===== src/logic/pkmc_pkg.sv =====
// package: constants and types of the public-key mode-control block
package pkmc_pkg;

  // ****************************************
  // bus layout
  // ****************************************
  localparam int unsigned AXI_AW     = 12;
  localparam int unsigned AXI_DW     = 32;
  localparam logic [11:0] OFF_CTRL   = 12'h000;    // pk_mode_control
  localparam logic [11:0] OFF_STAT   = 12'h004;    // pk_status_reg
  localparam logic [11:0] OFF_SCALAR = 12'h008;    // scalar_input_reg
  localparam logic [4:0]  BANK_BASE  = 5'h02;      // addr[11:7] of bank A; B and N follow
  localparam logic [4:0]  NUM_BANKS  = 5'h03;
  localparam logic [1:0]  RESP_OKAY  = 2'h0;
  localparam logic [1:0]  RESP_SLVERR = 2'h2;

  // ****************************************
  // operand memories and sequencer
  // ****************************************
  localparam int unsigned MEM_DEPTH  = 32;
  localparam int unsigned MEM_IDX_W  = 5;
  localparam int unsigned WORD_W     = 16;
  localparam logic [4:0]  CLR_LAST   = 5'h1F;      // last index walked by clear-all

  // ****************************************
  // control and status fields
  // ****************************************
  localparam int unsigned BIT_POLY   = 7;
  localparam int unsigned BIT_PROJ   = 8;
  localparam int unsigned BIT_ALTC   = 9;
  localparam int unsigned BIT_SRST   = 10;
  localparam int unsigned BIT_IRQ_EN = 11;
  localparam int unsigned BIT_GO     = 12;
  localparam int unsigned BIT_ECC    = 13;
  localparam logic [15:0] CTRL_RW_MASK = 16'h2B80; // static bits 7,8,9,11,13
  localparam logic [15:0] CTRL_RESET   = 16'h0000;
  localparam int unsigned STAT_SRDY  = 11;
  localparam int unsigned STAT_IRQ   = 12;
  localparam int unsigned STAT_DONE  = 13;
  localparam logic [31:0] SCALAR_RESET = 32'h0000_0000;

  // ****************************************
  // types
  // ****************************************
  typedef enum logic [1:0] {
    PKMC_IDLE  = 2'b00,
    PKMC_RUN   = 2'b01,
    PKMC_CLEAR = 2'b10
  } pkmc_state_e;

  typedef struct packed {
    logic ecc_routine_sel;
    logic interrupt_enable_bit;
    logic alt_modulus_const_sel;
    logic projective_output_sel;
    logic polynomial_basis_sel;
  } pkmc_mode_s;

endpackage : pkmc_pkg


===== src/logic/pkmc_bank.sv =====
// one operand memory bank held in flip-flops
`timescale 1ns/1ps
module pkmc_bank #(
  parameter int unsigned DEPTH  = 32,
  parameter int unsigned IDX_W  = 5,
  parameter int unsigned WORD_W = 16
) (
  input  wire logic              aclk,
  input  wire logic              clr_en,
  input  wire logic [IDX_W-1:0]  clr_idx,
  input  wire logic              wr_en,
  input  wire logic [IDX_W-1:0]  wr_idx,
  input  wire logic [WORD_W-1:0] wr_data,
  input  wire logic [IDX_W-1:0]  rd_idx,
  output logic      [WORD_W-1:0] rd_data
);

  logic [WORD_W-1:0] mem_q [DEPTH];

  // clear has priority over a host write
  always_ff @(posedge aclk) begin
    if (clr_en) begin
      mem_q[clr_idx] <= '0;
    end else if (wr_en) begin
      mem_q[wr_idx] <= wr_data;
    end
  end

  assign rd_data = mem_q[rd_idx];

endmodule : pkmc_bank


===== src/logic/pkmc_top.sv =====
// public-key engine mode control: register bank, sequencer control, operand memories
//
// Contract
// - bit 7 set selects polynomial-basis arithmetic, clear selects integer arithmetic.
// - bit 8 set: only X, Y, Z out, converted from Montgomery form.
// - bit 8 clear: also Z squared, Z cubed, kept in Montgomery form.
// - bit 9 selects R squared mod N (0) or Rp*Rn mod P (1).
// - writing 1 to bit 10 resets registers, program counter, execution, interrupt.
// - soft reset runs clear-all over the A, B and N memories.
// - bit 11 gates the interrupt output; clear holds it at 0.
// - status interrupt flag sets on events regardless of the enable.
// - bit 12 runs from program counter until a jump to address 0.
// - host memory reads and writes are ignored while executing.
// - bit 13 selects elliptic-curve routines (1) or RSA routines (0).
// - run and soft reset bits self-clear one cycle after the write.
// - unused control bits always read back 0.
// - jump to 0 after run sets completion bit, then interrupt if enabled.
`timescale 1ns/1ps
module pkmc_top
  import pkmc_pkg::*;
#(
  parameter int unsigned PC_W = 8
) (
  input  wire logic                       aclk,
  input  wire logic                       aresetn,
  // AXI4-Lite slave
  input  wire logic                       s_axi_awvalid,
  output logic                            s_axi_awready,
  input  wire logic [pkmc_pkg::AXI_AW-1:0] s_axi_awaddr,
  input  wire logic                       s_axi_wvalid,
  output logic                            s_axi_wready,
  input  wire logic [pkmc_pkg::AXI_DW-1:0] s_axi_wdata,
  input  wire logic [3:0]                 s_axi_wstrb,
  output logic                            s_axi_bvalid,
  input  wire logic                       s_axi_bready,
  output logic      [1:0]                 s_axi_bresp,
  input  wire logic                       s_axi_arvalid,
  output logic                            s_axi_arready,
  input  wire logic [pkmc_pkg::AXI_AW-1:0] s_axi_araddr,
  output logic                            s_axi_rvalid,
  input  wire logic                       s_axi_rready,
  output logic      [pkmc_pkg::AXI_DW-1:0] s_axi_rdata,
  output logic      [1:0]                 s_axi_rresp,
  // sequencer and datapath side
  input  wire logic                       seq_step,
  input  wire logic                       seq_jump,
  input  wire logic [PC_W-1:0]            seq_jump_addr,
  input  wire logic                       seq_scalar_req,
  output pkmc_pkg::pkmc_mode_s            mode,
  output logic      [PC_W-1:0]            seq_pc,
  output logic                            seq_running,
  output logic                            seq_go,
  output logic                            eng_soft_reset,
  output logic                            clear_all_busy,
  output logic                            zpow_results_en,
  output logic                            mont_convert_out,
  output logic      [31:0]                scalar_word,
  output logic                            scalar_load,
  output logic                            irq
);

  // ****************************************
  // write channel capture
  // ****************************************
  logic                aw_got_q;
  logic [AXI_AW-1:0]   awaddr_q;
  logic                w_got_q;
  logic [AXI_DW-1:0]   wdata_q;
  logic [3:0]          wstrb_q;
  logic                bvalid_q;
  logic [1:0]          bresp_q;

  wire                 aw_hs   = s_axi_awvalid & s_axi_awready;
  wire                 w_hs    = s_axi_wvalid & s_axi_wready;
  wire                 aw_have = aw_got_q | s_axi_awvalid;
  wire                 w_have  = w_got_q | s_axi_wvalid;
  wire                 wr_fire = aw_have & w_have & ~bvalid_q;
  wire [AXI_AW-1:0]    wa      = aw_got_q ? awaddr_q : s_axi_awaddr;
  wire [AXI_DW-1:0]    wd      = w_got_q ? wdata_q : s_axi_wdata;
  wire [3:0]           ws      = w_got_q ? wstrb_q : s_axi_wstrb;

  assign s_axi_awready = ~aw_got_q & ~bvalid_q;
  assign s_axi_wready  = ~w_got_q & ~bvalid_q;
  assign s_axi_bvalid  = bvalid_q;
  assign s_axi_bresp   = bresp_q;

  // ****************************************
  // write decode
  // ****************************************
  pkmc_state_e         state_q;
  wire                 idle    = (state_q == PKMC_IDLE);
  wire [4:0]           wa_bank = wa[11:7] - BANK_BASE;
  wire                 wa_mem  = (wa[11:7] >= BANK_BASE) & (wa_bank < NUM_BANKS);
  wire                 wr_ctrl = wr_fire & ({wa[11:2], 2'b00} == OFF_CTRL);
  wire                 wr_stat = wr_fire & ({wa[11:2], 2'b00} == OFF_STAT);
  wire                 wr_scal = wr_fire & ({wa[11:2], 2'b00} == OFF_SCALAR);
  wire                 wr_mem  = wr_fire & wa_mem & idle & (ws[1:0] == 2'b11);
  wire                 wr_map  = wr_ctrl | wr_stat | wr_scal | (wr_fire & wa_mem);

  // write response after both halves are taken
  always_ff @(posedge aclk) begin
    if (!aresetn) begin
      aw_got_q <= 1'b0;
      w_got_q  <= 1'b0;
      bvalid_q <= 1'b0;
      bresp_q  <= RESP_OKAY;
      awaddr_q <= '0;
      wdata_q  <= '0;
      wstrb_q  <= '0;
    end else begin
      if (aw_hs) awaddr_q <= s_axi_awaddr;
      if (w_hs) wdata_q <= s_axi_wdata;
      if (w_hs) wstrb_q <= s_axi_wstrb;
      aw_got_q <= wr_fire ? 1'b0 : (aw_got_q | aw_hs);
      w_got_q  <= wr_fire ? 1'b0 : (w_got_q | w_hs);
      if (wr_fire) begin
        bvalid_q <= 1'b1;
        bresp_q  <= wr_map ? RESP_OKAY : RESP_SLVERR;
      end else if (s_axi_bready) begin
        bvalid_q <= 1'b0;
      end
    end
  end

  // ****************************************
  // control register
  // ****************************************
  logic [15:0]         ctrl_q;
  logic                srst_q;
  logic                go_q;
  wire                 eng_rst  = ~aresetn | srst_q;
  wire [15:0]          ctrl_new = {ws[1] ? wd[15:8] : ctrl_q[15:8],
                                   ws[0] ? wd[7:0]  : ctrl_q[7:0]};
  wire                 srst_set = wr_ctrl & ws[1] & wd[BIT_SRST];
  wire                 go_set   = wr_ctrl & ws[1] & wd[BIT_GO];

  // dynamic bits stand for exactly one cycle
  always_ff @(posedge aclk) begin
    if (!aresetn) begin
      srst_q <= 1'b0;
    end else begin
      srst_q <= srst_set;
    end
  end

  // static bits and run pulse are cleared by soft reset too
  always_ff @(posedge aclk) begin
    if (eng_rst) begin
      ctrl_q <= CTRL_RESET;
      go_q   <= 1'b0;
    end else begin
      if (wr_ctrl) ctrl_q <= ctrl_new & CTRL_RW_MASK;
      go_q <= go_set & ~srst_set;
    end
  end

  // mode outputs to the engine
  assign mode.polynomial_basis_sel  = ctrl_q[BIT_POLY];
  assign mode.projective_output_sel = ctrl_q[BIT_PROJ];
  assign mode.alt_modulus_const_sel = ctrl_q[BIT_ALTC];
  assign mode.interrupt_enable_bit  = ctrl_q[BIT_IRQ_EN];
  assign mode.ecc_routine_sel       = ctrl_q[BIT_ECC];
  assign mont_convert_out = ctrl_q[BIT_PROJ];
  assign zpow_results_en  = ~ctrl_q[BIT_PROJ];
  assign eng_soft_reset   = srst_q;
  assign seq_go           = go_q;

  // ****************************************
  // sequencer control
  // ****************************************
  logic [PC_W-1:0]     pc_q;
  logic [MEM_IDX_W-1:0] clr_idx_q;
  wire                 jump0   = seq_step & seq_jump & (seq_jump_addr == '0);
  wire                 done_ev = (state_q == PKMC_RUN) & jump0;

  // run from the current counter until a jump to address 0
  always_ff @(posedge aclk) begin
    if (eng_rst) begin
      state_q   <= PKMC_CLEAR;
      pc_q      <= '0;
      clr_idx_q <= '0;
    end else begin
      case (state_q)
        PKMC_CLEAR: begin
          clr_idx_q <= clr_idx_q + 1'b1;
          if (clr_idx_q == CLR_LAST) state_q <= PKMC_IDLE;
        end
        PKMC_IDLE: begin
          if (go_q) state_q <= PKMC_RUN;
        end
        PKMC_RUN: begin
          if (seq_step) begin
            pc_q <= seq_jump ? seq_jump_addr : pc_q + 1'b1;
          end
          if (jump0) state_q <= PKMC_IDLE;
        end
        default: begin
          state_q <= PKMC_IDLE;
        end
      endcase
    end
  end

  assign seq_pc         = pc_q;
  assign seq_running    = (state_q == PKMC_RUN);
  assign clear_all_busy = (state_q == PKMC_CLEAR);

  // ****************************************
  // status and scalar input
  // ****************************************
  logic                done_q;
  logic                srdy_q;
  logic [31:0]         scalar_q;
  logic                scalar_load_q;
  wire                 irq_flag = done_q | srdy_q;

  // events win over a clear in the same cycle
  always_ff @(posedge aclk) begin
    if (eng_rst) begin
      done_q        <= 1'b0;
      srdy_q        <= 1'b0;
      scalar_q      <= SCALAR_RESET;
      scalar_load_q <= 1'b0;
    end else begin
      done_q        <= done_ev | (done_q & ~wr_stat);
      srdy_q        <= seq_scalar_req | (srdy_q & ~wr_stat & ~wr_scal);
      scalar_load_q <= wr_scal;
      for (int b = 0; b < 4; b++) begin
        if (wr_scal & ws[b]) scalar_q[8*b +: 8] <= wd[8*b +: 8];
      end
    end
  end

  assign scalar_word = scalar_q;
  assign scalar_load = scalar_load_q;
  assign irq         = irq_flag & ctrl_q[BIT_IRQ_EN];

  // ****************************************
  // operand memories A, B, N
  // ****************************************
  wire [4:0]           ra_bank = s_axi_araddr[11:7] - BANK_BASE;
  wire                 ra_mem  = (s_axi_araddr[11:7] >= BANK_BASE) & (ra_bank < NUM_BANKS);
  logic [WORD_W-1:0]   bank_rd [3];

  for (genvar g = 0; g < 3; g++) begin : g_bank
    pkmc_bank #(
      .DEPTH  (MEM_DEPTH),
      .IDX_W  (MEM_IDX_W),
      .WORD_W (WORD_W)
    ) u_bank (
      .aclk    (aclk),
      .clr_en  (state_q == PKMC_CLEAR),
      .clr_idx (clr_idx_q),
      .wr_en   (wr_mem & (wa_bank[1:0] == 2'(g))),
      .wr_idx  (wa[6:2]),
      .wr_data (wd[15:0]),
      .rd_idx  (s_axi_araddr[6:2]),
      .rd_data (bank_rd[g])
    );
  end

  // ****************************************
  // read channel
  // ****************************************
  logic                rvalid_q;
  logic [AXI_DW-1:0]   rdata_q;
  logic [1:0]          rresp_q;
  wire [11:0]          ra      = {s_axi_araddr[11:2], 2'b00};
  wire                 ar_hs   = s_axi_arvalid & s_axi_arready;
  wire [15:0]          ctrl_rd = ctrl_q | (16'(srst_q) << BIT_SRST) | (16'(go_q) << BIT_GO);
  wire [15:0]          stat_rd = (16'(srdy_q) << STAT_SRDY) | (16'(irq_flag) << STAT_IRQ)
                                 | (16'(done_q) << STAT_DONE);
  wire [15:0]          mem_rd  = idle ? bank_rd[ra_bank[1:0]] : 16'h0000;
  wire                 ra_map  = (ra == OFF_CTRL) | (ra == OFF_STAT) | (ra == OFF_SCALAR) | ra_mem;
  wire [AXI_DW-1:0]    rd_mux  = (ra == OFF_CTRL)   ? {16'h0000, ctrl_rd} :
                                 (ra == OFF_STAT)   ? {16'h0000, stat_rd} :
                                 (ra == OFF_SCALAR) ? scalar_q :
                                 ra_mem             ? {16'h0000, mem_rd} : 32'h0000_0000;

  assign s_axi_arready = ~rvalid_q;
  assign s_axi_rvalid  = rvalid_q;
  assign s_axi_rdata   = rdata_q;
  assign s_axi_rresp   = rresp_q;

  // read data registered at the address handshake
  always_ff @(posedge aclk) begin
    if (!aresetn) begin
      rvalid_q <= 1'b0;
      rdata_q  <= '0;
      rresp_q  <= RESP_OKAY;
    end else if (ar_hs) begin
      rvalid_q <= 1'b1;
      rdata_q  <= rd_mux;
      rresp_q  <= ra_map ? RESP_OKAY : RESP_SLVERR;
    end else if (s_axi_rready) begin
      rvalid_q <= 1'b0;
    end
  end

endmodule : pkmc_top


===== config.mk =====
export PLATFORM = sky130hd
export DESIGN_NAME = pkmc_top
export DESIGN_NICKNAME = d
export VERILOG_FILES = /design/src/logic/pkmc_pkg.sv /design/src/logic/pkmc_bank.sv /design/src/logic/pkmc_top.sv
export SDC_FILE = /design/constraint.sdc
export NUM_CORES = 2
export LEC_CHECK = 0
export BUFFER_PORTS_ARGS = -buffer_cell sky130_fd_sc_hd__buf_4
export CAP_MARGIN = 20
export CORE_UTILIZATION = 40
export CTS_CLUSTER_DIAMETER = 150
export CTS_CLUSTER_SIZE = 40
export DETAILED_ROUTE_END_ITERATION = 10
export PLACE_DENSITY = 0.55
export SKIP_CTS_REPAIR_TIMING = 1
export SLEW_MARGIN = 5
export SYNTH_ARGS = -nofsm -noshare
export SYNTH_HDL_FRONTEND = slang
export SYNTH_HIERARCHICAL = 1
export SYNTH_SLANG_ARGS = --single-unit

===== constraint.sdc =====
create_clock -name aclk -period 6.56 [get_ports aclk]
set_clock_uncertainty 0.05 [all_clocks]
set_input_delay 1.312 -clock aclk [delete_from_list [all_inputs] [get_ports aclk]]
set_output_delay 1.312 -clock aclk [all_outputs]
set_load 0.01 [all_outputs]

After elaboration in Yosys (flattened, before gate mapping) --
Memories as Yosys holds them, arrays and structs flattened. Index checks and enable logic that the tools add are counted.
Cells by class: $add $sub $neg 4, order comparisons 5, equality and inequality tests 13, multiplexer cells 42, bitwise gates (word level) 61, reductions and logical operators 15
Operators with widths (number):
- two-way mux 32 bit | 4
- two-way mux 16 bit | 7
- OR reduction 16 bit | 3
- AND 1 bit | 33
- binary-select mux 16 bit (select 2 bit) | 1
- equality test 10 x 1 -> 1 bit, second input constant | 2
- equality test 10 x 2 -> 1 bit, second input constant | 2
- two-way mux 1 bit | 18
- two-way mux 5 bit | 3
- OR 1 bit | 14
- OR 13 x 14 -> 14 bit | 1
- OR 14 x 11 -> 14 bit | 1
- OR 14 x 13 -> 14 bit | 1
- OR 12 x 13 -> 13 bit | 1
- logical NOT 12 bit | 1
- two-way mux 12 bit | 1
- >= comparator 5 x 2 -> 1 bit, second input constant | 2
- logical NOT 10 bit | 1
- < comparator 5 x 2 -> 1 bit, second input constant | 2
- two-way mux 2 bit | 5
- subtractor 5 x 2 -> 5 bit, second input constant | 2
- NOT 1 bit | 9
- adder 8 x 1 -> 8 bit, second input constant | 1
- logical NOT 8 bit | 1
- 15 further kinds | 24
Word-level totals: bits in registers 145, bits in writable memories 1536, input bits 78, output and inout bits 94, logic and storage cells 167, memories 3
Memory list:
- g_bank[0].u_bank.mem_q | depth 32, bits a word 16, read ports 1, clocked after memory_dff 0, wr ports 1, RTL line pkmc_bank.sv:18 | logic [WORD_W-1:0] mem_q [DEPTH];
- g_bank[1].u_bank.mem_q | depth 32, bits a word 16, read ports 1, clocked after memory_dff 0, wr ports 1, RTL line pkmc_bank.sv:18
- g_bank[2].u_bank.mem_q | depth 32, bits a word 16, read ports 1, clocked after memory_dff 0, wr ports 1, RTL line pkmc_bank.sv:18

Logic depth before layout (Yosys ltp) --
depth after elaboration 13, depth in mapped cells 16, gate-level depth less buffers 13

Hierarchy --
The synthesis kept the hierarchy.
By module, submodules not included:
- pkmc_bank | instances 3, cells each 1159, area an instance 20340.8 um^2, seq. area each 15374.7 um^2
- pkmc_top | instances 1, cells each 822, area an instance 6834.1 um^2, seq. area each 2822.7 um^2

Least setup slack after synthesis --
No wires, ideal clock.
kind input -> register, start in s_axi_awaddr[8] in the netlist's numbering, end mem g_bank[1].u_bank.mem_q[20][0] (enable), library setup time 388 ps, arrival time 4640 ps, data required time 6122 ps, setup slack 1482 ps, stages on the path 11, buffers on the path 1, cells stage by stage mux2i_1 > ha_1 > or4b_2 > a31oi_1 > nand3_1 > nor3_1 > nor2b_4 > buf_8 > mux2_4 > or3_4 > nor2_1
On the way: longest elaborated chain between the ends 13, elaborated cells between the ends (all ways) 16, classes of those cells add/sub: 1; order compare: 2; eq/ne: 1; mux: 6; bitwise: 5; reduce/logical: 1
Ends and longest elaborated chain:
- start, declared | RTL line pkmc_top.sv:29 | input wire logic [pkmc_pkg::AXI_AW-1:0] s_axi_awaddr,
- two-way mux 12 bit (*) | RTL line pkmc_top.sv:78 | wire [AXI_AW-1:0] wa = aw_got_q ? awaddr_q : s_axi_awaddr;
- subtractor 5 x 2 -> 5 bit | RTL line pkmc_top.sv:92 | wire [4:0] wa_bank = wa[11:7] - BANK_BASE;
- < comparator 5 x 2 -> 1 bit | RTL line pkmc_top.sv:93 | wire wa_mem = (wa[11:7] >= BANK_BASE) & (wa_bank < NUM_BANKS);
- AND 1 bit | RTL line pkmc_top.sv:93
- AND 1 bit (3 in series) | RTL line pkmc_top.sv:97 | wire wr_mem = wr_fire & wa_mem & idle & (ws[1:0] == 2'b11);
- AND 1 bit (*) | RTL line pkmc_top.sv:254 | .wr_en (wr_mem & (wa_bank[1:0] == 2'(g))),
- two-way mux 1 bit (*) | RTL line pkmc_bank.sv:24 | end else if (wr_en) begin
- two-way mux 1 bit (*) | RTL line pkmc_bank.sv:22 | if (clr_en) begin
- two-way mux 1 bit (not written as such) (*) | RTL line pkmc_bank.sv:25 | mem_q[wr_idx] <= wr_data;
- OR reduction 16 bit (no source line)
- two-way mux 5 bit (no source line) or two-way mux 1 bit (tied branches)
- end, declared | RTL line pkmc_bank.sv:18
Mark *: on every way between the ends. The rest lies on a longest branch, timed or not.

Final worst setup path --
start reg aw_got_q, end mem g_bank[2].u_bank.mem_q[4][8] (enable)
On the way: longest elaborated chain between the ends 13, elaborated cells between the ends (all ways) 19, classes of those cells add/sub: 1; order compare: 2; eq/ne: 1; mux: 6; bitwise: 8; reduce/logical: 1
Ends and longest elaborated chain:
- start, declared | RTL line pkmc_top.sv:65 | logic aw_got_q;
- start signal, assigned | RTL line pkmc_top.sv:114 | aw_got_q <= wr_fire ? 1'b0 : (aw_got_q | aw_hs);
- two-way mux 12 bit | RTL line pkmc_top.sv:78
- subtractor 5 x 2 -> 5 bit | RTL line pkmc_top.sv:92
- < comparator 5 x 2 -> 1 bit | RTL line pkmc_top.sv:93
- AND 1 bit | RTL line pkmc_top.sv:93
- AND 1 bit (3 in series) | RTL line pkmc_top.sv:97
- AND 1 bit | RTL line pkmc_top.sv:254
- two-way mux 1 bit | RTL line pkmc_bank.sv:24
- two-way mux 1 bit | RTL line pkmc_bank.sv:22
- two-way mux 1 bit (not written as such) | RTL line pkmc_bank.sv:25
- OR reduction 16 bit (no source line)
- two-way mux 5 bit (no source line) or two-way mux 1 bit (tied branches)
- end, declared | RTL line pkmc_bank.sv:18
Parallel ways exist; a longest one is shown, timed or not.

==> metrics <==
status finished, final reports clean; I/O Buffers 165; CTS tree yes; P per Cell Area 235 nW/um^2; H-Tree Depth 2; vias in the first global route 35300; initial core utilization 0.404; final hold viol count 0; TritonCTS Buffers 48; EDFF count, synth 1536; RD Place Congestion 0.871; Max clock buf depth 3; drt pass-1 iters 5; HP Class flip-flop to flip-flop; GRT Util Overall 0.202; DR WL/cell 26.4 um; Post-layout nets 4568; setup_tns 0 ps; worst skew pair latency 740 ps; critical path's top delay family simple AND/OR/NAND/NOR gates; via count 37200; Iter 0 DRT Violations 3565; CP Max Fanout 22; synthesis-stage register bit count 1677; slowest CP cell nor2_2; Data required, critical path 6880 ps; Pleak 22.9 nW; CP arrival 5420 ps; Critical Path Max Stage Delay 820 ps; Most used DFF post-synth edfxtp_1; Startpoint Class flip-flop; share of the synthesized area in the top cell type 0.680; first-pass GRT wire length 251000 um; maximum capacitance violations 0; Syn. warnings 6; GRT overflow 0; Worst-path clk slew 150 ps; headroom to the max-slew limit 0.211; CP Cell Sequence buf_4 > mux2i_1 > ha_1 > or4b_2 > a31oi_1 > nand4_1 > nor2_1 > nor2b_4 > mux2i_4 > nor2b_1 > nand2_1 > nor2_2; die width 414 um; Die Span Y 414 um; initial antenna violation count 13; Final ANT Viol Nets 0; CTS Sinks 1677; DR vias/cell 5.53; syn_area_per_cell 15.8 um^2; # rows 150; min Tclk post-route 5100 ps; commonest cells after routing, fill and taps aside edfxtp_1 (1536), mux2i_1 (832), buf_4 (373); Tightest Pin Transition 1180 ps; core footprint 168000 um^2; CP bufs+invs 1; PnR worst setup slack 1460 ps; post-synthesis sequential area ratio 0.721; dominant cell type by area after synthesis edfxtp_1; Setup CP Type flip-flop to flip-flop; Remaining DRCs 0; Async S/R FF share, synth 0; pre-CTS worst setup slack 776 ps; largest net degree at the start of global routing 75; Fmax 196 MHz; final period utilization 0.778; layout cells sized above 1 0.123; Area contributors post-synth edfxtp_1 (68%), mux2i_1 (12%), dfxtp_1 (4.2%); I/O pin total 172; synth unique cells 68; P&R area growth vs syn 8.81%; commonest non-fill, non-tap cell in the layout edfxtp_1; RSZ-0062 raised after global routing false; VDD IR-drop max 183 uV; crit end category flip-flop; Design Power 17.3 mW; Post-Syn Area 67900 um^2; Gate Count Post-Synth 4299; Clk Tree Root Cell clkbuf_16; Finish-stage setup viols 0; Slew Limit Fails 0; hpwl dp 114000 um; internal reg-to-reg setup slack 1460 ps; final WL 178000 um; die area 171000 um^2
-- tightest hold or removal path: cells and delay by family, from the launching register on --
kind / cells / cell delay, ps
DFF: 1 / 340
and+or+nand+nor: 1 / 50
AOI/OAI and AO/OA: 1 / 50
-- where the power goes --
| part | switching, mW | internal, mW | total (mW) |
|---|---|---|---|
| Combinational | 0.805 | 0.387 | 1.19 |
| Sequential | 0.0576 | 11.6 | 11.7 |
| Clock | 3.03 | 1.42 | 4.45 |
| Total | 3.90 | 13.4 | 17.3 |
-- worst paths after layout --
path	from	to	cells after the start
worst max-delay path	aw_got_q$_SDFF_PP0_	g_bank[2].u_bank/mem_q[4][8]$_DFFE_PP_	12
worst max register to register	aw_got_q$_SDFF_PP0_	g_bank[2].u_bank/mem_q[4][8]$_DFFE_PP_	12
worst min register to register	wdata_q[10]$_SDFFE_PN0P_	wdata_q[10]$_SDFFE_PN0P_	2
worst min-delay path	wdata_q[10]$_SDFFE_PN0P_	wdata_q[10]$_SDFFE_PN0P_	2
-- cells by family after synthesis --
| kind of cell | share of synthesized area |
|---|---|
| other | 0.0000553 |
| xor gates and xnor gates | 0.000645 |
| DFF | 0.721 |
| buffers and inverters | 0.0257 |
| muxes | 0.128 |
| AOI/OAI and AO/OA | 0.0652 |
| and+or+nand+nor | 0.0577 |
| adders and majority gates | 0.00166 |
-- metal layers --
metal	GRT usage	up-vias	wire, um
met2	0.319	909	82800
met3	0.0199	155	8180
met4	0.0466	0	4110
li1	-	16900	-
met5	0	-	0
met1	0.299	19200	82400
-- synth_stat cells (4+ instances only) --
cell type / n
edfxtp_1: 1536
mux2i_1: 832
nand2_1: 255
a22oi_1: 211
nor2_1: 186
a21oi_1: 154
dfxtp_1: 141
nand3_1: 115
a22o_1: 106
clkbuf_1: 79
a31oi_1: 73
buf_2: 73
and2_1: 57
nor3_1: 55
buf_4: 51
nand4_1: 51
o21ai_0: 44
buf_6: 38
inv_1: 33
nor3b_1: 23
mux2_2: 20
buf_1: 19
o221a_2: 16
nor2b_1: 14
nand2b_1: 11
ha_1: 9
or3_4: 6
a211oi_1: 5
and3_1: 5
nor4_1: 4
nor4b_1: 4
or2_2: 4
or3_1: 4
-- state kept, by name, indices dropped and copies added, names as in the netlist, 2 cells and up --
signal / flops
state_q: 2
seq_pc: 8
s_axi_rdata: 32
wdata_q: 32
clr_idx_q: 5
wstrb_q: 4
g_bank.u_bank/mem_q: 1536
awaddr_q: 10
scalar_word: 32
ctrl_q: 5
-- final cells by class --
type	count	area, um^2
flip-flops and latches	1677	48900
inverters	34	128
diodes	7	17.5
multi-input cells	2322	17300
repair buffers	398	3300
fillers	14900	94000
clock buffers	70	1280
clock inverters	6	95.1
well taps	2204	2760
-- stage by stage --
stage / hold slack [ps] / std cells / utilization / area (um^2)
final: 416 / 6718 / 0.440 / 73800
after global routing: 430 / 6712 / 0.440 / 73800
after CTS: 416 / 6710 / 0.440 / 73800
after detailed placement: 395 / 6634 / 0.432 / 72400
after global placement: 388 / 6634 / 0.432 / 72400
after floorplan: 383 / 4300 / - / 67900
Power figures use the tool's default switching activity.
